==> config.mk <==
export PLATFORM = sky130hd
export DESIGN_NAME = bbem_bitband_monitor
export DESIGN_NICKNAME = d
export VERILOG_FILES = /design/src/logic/bbem_pkg.sv /design/src/logic/bbem_excl_if.sv /design/src/logic/bbem_bitband_monitor.sv /design/src/logic/bbem_excl_tag.sv
export SDC_FILE = /design/constraint.sdc
export NUM_CORES = 1
export LEC_CHECK = 0
export ABC_AREA = 1
export BUFFER_PORTS_ARGS = -buffer_cell sky130_fd_sc_hd__buf_2
export CORE_AREA = 5 5 120 122
export CTS_BUF_LIST = sky130_fd_sc_hd__clkbuf_4 sky130_fd_sc_hd__clkbuf_8 sky130_fd_sc_hd__clkbuf_16
export CTS_CLUSTER_SIZE = 25
export DETAILED_ROUTE_END_ITERATION = 12
export DIE_AREA = 0 0 125 127
export PLACE_DENSITY = 0.93
export SYNTH_ARGS = -nofsm -noshare
export SYNTH_HDL_FRONTEND = slang
export SYNTH_SLANG_ARGS = --single-unit
==> constraint.sdc <==
create_clock -name CLK_I -period 5.26 [get_ports CLK_I]
set_clock_uncertainty 0.15 [all_clocks]
set_input_delay 0.263 -clock CLK_I [delete_from_list [all_inputs] [get_ports CLK_I]]
set_output_delay 0.263 -clock CLK_I [all_outputs]
set_load 0.03 [all_outputs]
==> src/logic/bbem_pkg.sv <==
// Shared constants, types and helpers for the bit-band and exclusive monitor.
// Assumes a 32-bit byte-addressed memory port with byte enables.
//
// Functional notes
// - Alias write sets the target bit if data bit 0 is one, else clears.
// - Alias data bits 31:1 are ignored: 0xFF acts as 0x01, 0x0E as 0x00.
// - Alias read returns 0x00000001 if the bit is set, else 0x00000000.
// - Memory is ascending bytes, little-endian, byte 0 in the low lane.
// - An exclusive load returns the memory value and sets the tag.
// - Held: exclusive store writes, returns 0; else no write, returns 1.
// - Exclusive pairs work at word, halfword and byte size.
// - The clear-exclusive operation clears the tag; an exclusive load taken in the same cycle sets it instead.
// - Every exclusive store clears the tag, pass or fail.
// - Taking an exception clears the tag; an exclusive load taken in the same cycle sets it instead.
// - Alias offset equals byte offset times 32 plus bit number times 4.
// - An alias data write is a read-modify-write of the target location.
// - Data accesses to 0x22000000..0x23FFFFFF remap; fetches do not.
// - The underlying access has the same size as the alias access.
package bbem_pkg;

  // ==========================================================================
  // Address map
  localparam logic [31:0] BBEM_SRAM_ALIAS_LO = 32'h2200_0000;
  localparam logic [31:0] BBEM_SRAM_ALIAS_HI = 32'h23FF_FFFF;
  localparam logic [31:0] BBEM_SRAM_BB_BASE = 32'h2000_0000;
  localparam logic [31:0] BBEM_PERI_ALIAS_LO = 32'h4200_0000;
  localparam logic [31:0] BBEM_PERI_ALIAS_HI = 32'h43FF_FFFF;
  localparam logic [31:0] BBEM_PERI_BB_BASE = 32'h4000_0000;
  localparam int BBEM_BYTE_SHIFT = 5;   // 32 alias bytes per target byte
  localparam int BBEM_BITNUM_LSB = 2;   // 4 alias bytes per target bit
  localparam int BBEM_BITNUM_W = 3;
  localparam int BBEM_WR_BIT = 0;       // Only this data bit is used

  // ==========================================================================
  // Access sizes and alias read values
  localparam logic [1:0] BBEM_SZ_BYTE = 2'h0;
  localparam logic [1:0] BBEM_SZ_HALF = 2'h1;
  localparam logic [1:0] BBEM_SZ_WORD = 2'h2;
  localparam logic [31:0] BBEM_ALIAS_CLR = 32'h0000_0000;
  localparam logic [31:0] BBEM_ALIAS_SET = 32'h0000_0001;

  typedef enum logic [3:0] {
    BBEM_IDLE  = 4'h1,
    BBEM_READ  = 4'h2,
    BBEM_WRITE = 4'h4,
    BBEM_RESP  = 4'h8
  } bbem_state_e;

  // ==========================================================================
  // Little-endian byte enables for a size at a byte address
  function automatic logic [3:0] bbem_be(input logic [1:0] size,
                                         input logic [1:0] lane);
    logic [3:0] be;
    be = 4'hF;
    if (size == BBEM_SZ_BYTE) begin
      be = 4'(4'h1 << lane);
    end else if (size == BBEM_SZ_HALF) begin
      be = lane[1] ? 4'hC : 4'h3;
    end
    return be;
  endfunction : bbem_be

  // Is an address inside one alias window, lo to hi inclusive
  function automatic logic bbem_in(input logic [31:0] a,
                                   input logic [31:0] lo,
                                   input logic [31:0] hi);
    return (a >= lo) && (a <= hi);
  endfunction : bbem_in

endpackage : bbem_pkg

==> src/logic/bbem_excl_if.sv <==
// Carrier between the access sequencer and the exclusive tag holder.
// Assumes both ends sit on the same clock.
`timescale 1ns/100ps
interface bbem_excl_if;
  logic set;
  logic clear;
  logic [31:0] addr;
  logic [1:0] size;
  logic held;
  logic tag;

  modport mon (input set, input clear, input addr, input size,
               output held, output tag);
  modport ctl (output set, output clear, output addr, output size,
               input held, input tag);
endinterface : bbem_excl_if

==> src/logic/bbem_bitband_monitor.sv <==
// Bit-band remapper and exclusive monitor between core load/store and memory.
// Assumes core requests and memory answers are on CLK_I; memory acks a held
// request after any number of cycles; the core always takes RSP_VALID_O.
`timescale 1ns/100ps
module bbem_bitband_monitor
  import bbem_pkg::*;
(
  // Clock and reset
  input wire logic CLK_I,
  input wire logic RST_I,
  // Core request
  input wire logic REQ_VALID_I,
  output logic REQ_READY_O,
  input wire logic REQ_WRITE_I,
  input wire logic REQ_FETCH_I,
  input wire logic REQ_EXCL_I,
  input wire logic [1:0] REQ_SIZE_I,
  input wire logic [31:0] REQ_ADDR_I,
  input wire logic [31:0] REQ_WDATA_I,
  // Core response
  output logic RSP_VALID_O,
  output logic [31:0] RSP_RDATA_O,
  output logic RSP_EXFAIL_O,
  // Core events
  input wire logic CLEAR_EXCL_I,
  input wire logic EXCEPTION_I,
  // Memory port
  output logic MEM_REQ_O,
  output logic MEM_WRITE_O,
  output logic [31:0] MEM_ADDR_O,
  output logic [1:0] MEM_SIZE_O,
  output logic [3:0] MEM_BE_O,
  output logic [31:0] MEM_WDATA_O,
  input wire logic MEM_ACK_I,
  input wire logic [31:0] MEM_RDATA_I
);

  bbem_state_e state;
  logic take;
  logic sram_hit;
  logic peri_hit;
  logic alias_hit;
  logic [31:0] alias_off;
  logic [31:0] target;
  logic excl_st_fail;
  logic cur_write;
  logic cur_alias;
  logic cur_excl;
  logic cur_bit;
  logic [4:0] bitpos;
  logic [31:0] mem_addr;
  logic [1:0] mem_size;
  logic [31:0] wdata;
  logic [31:0] rsp_data;
  logic rsp_fail;

  bbem_excl_if xif ();

  // ==========================================================================
  // Request decode; fetches never remap
  assign take = REQ_VALID_I && REQ_READY_O;
  assign sram_hit = bbem_in(REQ_ADDR_I, BBEM_SRAM_ALIAS_LO,
                            BBEM_SRAM_ALIAS_HI);
  assign peri_hit = bbem_in(REQ_ADDR_I, BBEM_PERI_ALIAS_LO,
                            BBEM_PERI_ALIAS_HI);
  assign alias_hit = !REQ_FETCH_I && (sram_hit || peri_hit);
  assign alias_off = REQ_ADDR_I - (sram_hit ? BBEM_SRAM_ALIAS_LO
                                            : BBEM_PERI_ALIAS_LO);
  // Target byte = base + offset / 32; bit number = (offset / 4) mod 8
  assign target = alias_hit ?
    (sram_hit ? BBEM_SRAM_BB_BASE : BBEM_PERI_BB_BASE)
      + (alias_off >> BBEM_BYTE_SHIFT) : REQ_ADDR_I;
  assign excl_st_fail = REQ_EXCL_I && REQ_WRITE_I && !xif.held;

  // Tag control; the tag records the address the core used
  assign xif.set = take && REQ_EXCL_I && !REQ_WRITE_I;
  assign xif.clear = CLEAR_EXCL_I || EXCEPTION_I
    || (take && REQ_EXCL_I && REQ_WRITE_I);
  assign xif.addr = REQ_ADDR_I;
  assign xif.size = REQ_SIZE_I;

  bbem_excl_tag u_tag (
    .clk_i (CLK_I),
    .rst_i (RST_I),
    .x (xif)
  );

  // ==========================================================================
  // Sequencer: alias writes take a read then a write
  always_ff @(posedge CLK_I) begin
    if (RST_I) begin
      state <= BBEM_IDLE;
    end else begin
      unique case (state)
        BBEM_IDLE: begin
          if (take) begin
            if (excl_st_fail) begin
              state <= BBEM_RESP;
            end else if (REQ_WRITE_I && !alias_hit) begin
              state <= BBEM_WRITE;
            end else begin
              state <= BBEM_READ;
            end
          end
        end
        BBEM_READ: begin
          if (MEM_ACK_I) begin
            state <= (cur_alias && cur_write) ? BBEM_WRITE : BBEM_RESP;
          end
        end
        BBEM_WRITE: begin
          if (MEM_ACK_I) begin
            state <= BBEM_RESP;
          end
        end
        BBEM_RESP: begin
          state <= BBEM_IDLE;
        end
      endcase
    end
  end

  // Latched request attributes
  always_ff @(posedge CLK_I) begin
    if (RST_I) begin
      cur_write <= 1'b0;
      cur_alias <= 1'b0;
      cur_excl <= 1'b0;
      cur_bit <= 1'b0;
      bitpos <= 5'h00;
      mem_addr <= 32'h0000_0000;
      mem_size <= BBEM_SZ_WORD;
    end else if (take) begin
      cur_write <= REQ_WRITE_I;
      cur_alias <= alias_hit;
      cur_excl <= REQ_EXCL_I;
      cur_bit <= REQ_WDATA_I[BBEM_WR_BIT];
      // Lane * 8 + bit number: little-endian bit inside the word
      bitpos <= {target[1:0],
                 alias_off[BBEM_BITNUM_LSB +: BBEM_BITNUM_W]};
      mem_addr <= target;
      mem_size <= REQ_SIZE_I;
    end
  end

  // Write data: core data directly, or the read word with one bit replaced
  always_ff @(posedge CLK_I) begin
    if (RST_I) begin
      wdata <= 32'h0000_0000;
    end else if (take) begin
      wdata <= REQ_WDATA_I;
    end else if (state == BBEM_READ && MEM_ACK_I && cur_alias) begin
      wdata <= MEM_RDATA_I;
      wdata[bitpos] <= cur_bit;
    end
  end

  // Response data and exclusive status
  always_ff @(posedge CLK_I) begin
    if (RST_I) begin
      rsp_data <= 32'h0000_0000;
      rsp_fail <= 1'b0;
    end else if (take) begin
      rsp_data <= 32'h0000_0000;
      rsp_fail <= excl_st_fail;
    end else if (state == BBEM_READ && MEM_ACK_I && !cur_write) begin
      if (cur_alias) begin
        rsp_data <= MEM_RDATA_I[bitpos] ? BBEM_ALIAS_SET
                                        : BBEM_ALIAS_CLR;
      end else begin
        rsp_data <= MEM_RDATA_I;
      end
    end
  end

  // ==========================================================================
  // Outputs
  assign REQ_READY_O = (state == BBEM_IDLE);
  assign RSP_VALID_O = (state == BBEM_RESP);
  assign RSP_RDATA_O = rsp_data;
  assign RSP_EXFAIL_O = rsp_fail;
  assign MEM_REQ_O = (state == BBEM_READ) || (state == BBEM_WRITE);
  assign MEM_WRITE_O = (state == BBEM_WRITE);
  assign MEM_ADDR_O = mem_addr;
  assign MEM_SIZE_O = mem_size;
  assign MEM_BE_O = bbem_be(mem_size, mem_addr[1:0]);
  assign MEM_WDATA_O = wdata;
endmodule : bbem_bitband_monitor

==> src/logic/bbem_excl_tag.sv <==
// Exclusive access tag: one address and size, set by exclusive loads.
// Assumes set and clear come from logic on the same clock.
`timescale 1ns/100ps
module bbem_excl_tag
  import bbem_pkg::*;
(
  // Clock and reset
  input wire logic clk_i,
  input wire logic rst_i,
  // Tag port
  bbem_excl_if.mon x
);

  logic tag;
  logic [31:0] tag_addr;
  logic [1:0] tag_size;

  // ==========================================================================
  // Tag flag; a set in the same cycle as a clear wins so no load is lost
  always_ff @(posedge clk_i) begin
    if (rst_i) begin
      tag <= 1'b0;
    end else if (x.set) begin
      tag <= 1'b1;
    end else if (x.clear) begin
      tag <= 1'b0;
    end
  end

  // Location and size recorded by the exclusive load
  always_ff @(posedge clk_i) begin
    if (rst_i) begin
      tag_addr <= 32'h0000_0000;
      tag_size <= BBEM_SZ_WORD;
    end else if (x.set) begin
      tag_addr <= x.addr;
      tag_size <= x.size;
    end
  end

  // Held only for the same location at the same size
  assign x.held = tag && (tag_addr == x.addr) && (tag_size == x.size);
  assign x.tag = tag;
endmodule : bbem_excl_tag

==> results.json <==
{
  "clockRootBuffer": "sky130_fd_sc_hd__clkbuf_16",
  "maximum_number_of_pins_on_one_net_before_global_route_repair": 70,
  "synthTopCellsByCount": "sky130_fd_sc_hd__nand2_1, sky130_fd_sc_hd__dfxtp_1, sky130_fd_sc_hd__a21oi_1",
  "synth_cell_types": 36,
  "antenna-diode-count": 0,
  "global_route_total_overflow": 0,
  "timing_worst_slew_pin_value_ns": 1.15,
  "finalSetupViolations": 0,
  "r2r_slack_ns": 2.21,
  "die_width_um": 125,
  "worst_setup_path_start_kind": "flip-flop",
  "result_of_the_run": "finished clean",
  "core_area_um2": 13100,
  "hold_ws_ns": 0.00975,
  "synth_seq_area_share_pct": 40.0,
  "detail-route-antenna-nets": 0,
  "vias": 8190,
  "multi_input_comb_area_um2": 3660,
  "latest_clock_arrival_within_the_worst_skew_pair_ns": 0.42,
  "die_height_um": 127,
  "irDropWorstVdd_mv": 0.209,
  "worstSetupEndpointType": "flip-flop",
  "setup_ws_ns": 2.21,
  "final_layout_size_suffix_gt1_share_pct": 20.6,
  "avgSynthCellArea_um2": 6.75,
  "cts_tree": "done",
  "timing.final.hold_violations": 0,
  "cts-htree-levels": 4,
  "synth_most_common_cell": "sky130_fd_sc_hd__nand2_1",
  "drc": 0,
  "die_area_um2": 15900,
  "area.growth.synth_to_final_pct": 26.5,
  "rsz0062_at_grt": "no",
  "final_cell_count_without_fillers": 1463,
  "yosysTopAreaCell": "sky130_fd_sc_hd__dfxtp_1",
  "cts_buffer_depth": 2,
  "clock_sink_count": 144,
  "routed_wl_um": 24100,
  "ys_seq_elements": 144,
  "maxCapViolCount": 0,
  "register_area_um2": 2880,
  "mappedNetlistNets": 1179,
  "synth_edf_count": 0,
  "finalCoreUtilization_pct": 69.7,
  "synthesized_area_um2": 7210,
  "cts_made_buffers": 17,
  "timing.fmax_mhz": 328,
  "fillerInstances": 1054,
  "pins_over_slew_limit": 0,
  "route.detailed.vias_per_inst": 5.60,
  "leakage_power_nw": 4.30,
  "synth_top_area_share_pct": 40.0,
  "fin_total_pwr_mw": 3.20,
  "power_per_cell_area_nw_per_um2": 351,
  "post-place-cells": 1401,
  "min_path_type": "input pin to flip-flop",
  "finalSetupTns_ns": 0,
  "synth_async_sr_flop_share_pct": 0,
  "grt_pass1_vias": 7738,
  "period_minus_slack_ns": 3.05,
  "synth_warnings": 0,
  "slew-limit-headroom_pct": 22.9,
  "first_pass_grt_wire_length_um": 38200,
  "io_buffer_count": 213,
  "ys_top_cells_by_area": "sky130_fd_sc_hd__dfxtp_1, sky130_fd_sc_hd__nand2_1, sky130_fd_sc_hd__a21oi_1, sky130_fd_sc_hd__o21ai_0, sky130_fd_sc_hd__inv_1",
  "drt_iter0_drc": 813,
  "finalNetCount": 1386,
  "pre_cts_ws_ns": 2.25,
  "yosys_most_used_dff": "sky130_fd_sc_hd__dfxtp_1",
  "starting_density_pct": 55.1,
  "ios": 214,
  "detail_route.wl_per_cell_um": 16.4,
  "timing.critical_path.fanout_max": 65,
  "detailedRoute.firstPassIterationCount": 5,
  "crit_arrival_ns": 3.20,
  "criticalPathCategory": "flip-flop to flip-flop",
  "fp-row-count": 42,
  "post_synth_inst_count": 1068,
  "dpl.hpwl_um": 17100,
  "cts_repair_resize_count": 0,
  "globalplace.congestion": 0.916,
  "antenna_found_initial": 0,
  "final_area_um2": 9120,
  "grt_resource_usage_total_pct": 29.5,
  "finalCritPeriodShare_pct": 57.9,
  "placed_area_um2": 8230,
  "worst_ep_required_time_ns": 5.42,
  "clk_pin_slew_ns": 0.06
}
worst max-delay path: stages, from the launching register on:
cell	delay [ns]
sky130_fd_sc_hd__dfxtp_1	0.32
sky130_fd_sc_hd__inv_2	0.05
sky130_fd_sc_hd__nand2_1	0.12
sky130_fd_sc_hd__nor3_4	0.17
sky130_fd_sc_hd__inv_2	0.05
sky130_fd_sc_hd__nor2_2	0.45
sky130_fd_sc_hd__nand2_1	0.20
sky130_fd_sc_hd__nor2_4	0.91
sky130_fd_sc_hd__inv_1	0.27
sky130_fd_sc_hd__nor2_1	0.18
sky130_fd_sc_hd__nor2_1	0.06
final cells by class:
| cell class | instances | share of cell area, % |
|---|---|---|
| clock inverter | 6 | 0.905 |
| inverter | 97 | 4.02 |
| timing repair buffer | 249 | 15.5 |
| multi-input combinational | 766 | 40.1 |
| tap | 176 | 2.41 |
| clock buffer | 25 | 5.46 |
| sequential | 144 | 31.6 |
logic make-up (layout without fill, tap and decap cells):
kind of cell,after synthesis,in the layout,share of synthesized area [%]
buf+inv,158,377,9.44
xor+xnor,12,12,1.46
flops,144,144,40.0
fa+ha+maj,4,4,0.694
simple gates,427,427,23.9
compound gates,323,323,24.6
metal layers:
layer	vias up	GRT usage, %	wire length [um]
li1	3943	-	-
met1	3708	34.2	9110
met2	444	50.4	11600
met3	95	6.76	2070
met4	0	16.9	1250
met5	-	0	0
flip-flops by register name, summed over array words and instances, names as in the netlist:
register,cells
cur_bit,1
RSP_RDATA_O,32
u_tag.tag_addr,32
MEM_WDATA_O,32
cur_alias,1
MEM_ADDR_O,31
MEM_SIZE_O,2
bitpos,4
u_tag.tag_size,2
cur_write,1
u_tag.x.tag,1
RSP_EXFAIL_O,1
state,4
layout by cell type, fill, tap and decap left out, types with 4 or more instances in the layout:
cell type,count
sky130_fd_sc_hd__nor3_1,5
sky130_fd_sc_hd__inv_2,7
sky130_fd_sc_hd__a22oi_1,14
sky130_fd_sc_hd__o21ai_0,106
sky130_fd_sc_hd__a21oi_1,119
sky130_fd_sc_hd__inv_1,88
sky130_fd_sc_hd__ha_1,4
sky130_fd_sc_hd__nand4_1,6
sky130_fd_sc_hd__dlygate4sd3_1,31
sky130_fd_sc_hd__xor2_1,7
sky130_fd_sc_hd__clkbuf_16,17
sky130_fd_sc_hd__o211ai_1,24
sky130_fd_sc_hd__xnor2_1,5
sky130_fd_sc_hd__nand2_1,297
sky130_fd_sc_hd__nand3_1,40
sky130_fd_sc_hd__nor2_1,71
sky130_fd_sc_hd__o22ai_1,6
sky130_fd_sc_hd__buf_4,5
sky130_fd_sc_hd__buf_2,213
sky130_fd_sc_hd__o21ai_1,40
sky130_fd_sc_hd__clkbuf_4,6
sky130_fd_sc_hd__dfxtp_1,144
sky130_fd_sc_hd__o311ai_0,6
sky130_fd_sc_hd__a31oi_1,4
worst paths after layout:
path         cells past startpoint            endpoint             from
max reg2reg                     10  u_tag.tag_addr[22]         state[2]
max                             10  u_tag.tag_addr[22]         state[2]
min reg2reg                      2       MEM_ADDR_O[9]    MEM_ADDR_O[9]
min                              3     MEM_WDATA_O[17]  REQ_WDATA_I[17]
where the power goes:
part / switching (mW) / internal (mW) / leakage, nW
Clock: 0.447 / 0.749 / 0.292
Combinational: 0.540 / 0.226 / 2.83
Sequential: 0.0572 / 1.19 / 1.17
timing repair:
action / 4_1_cts / 5_1_grt
setup buffers: 0 / 0
hold buffers: 31 / 0
endpoints found under the hold margin: 32 / 0
Note: power is estimated with default switching activity, not from simulation.
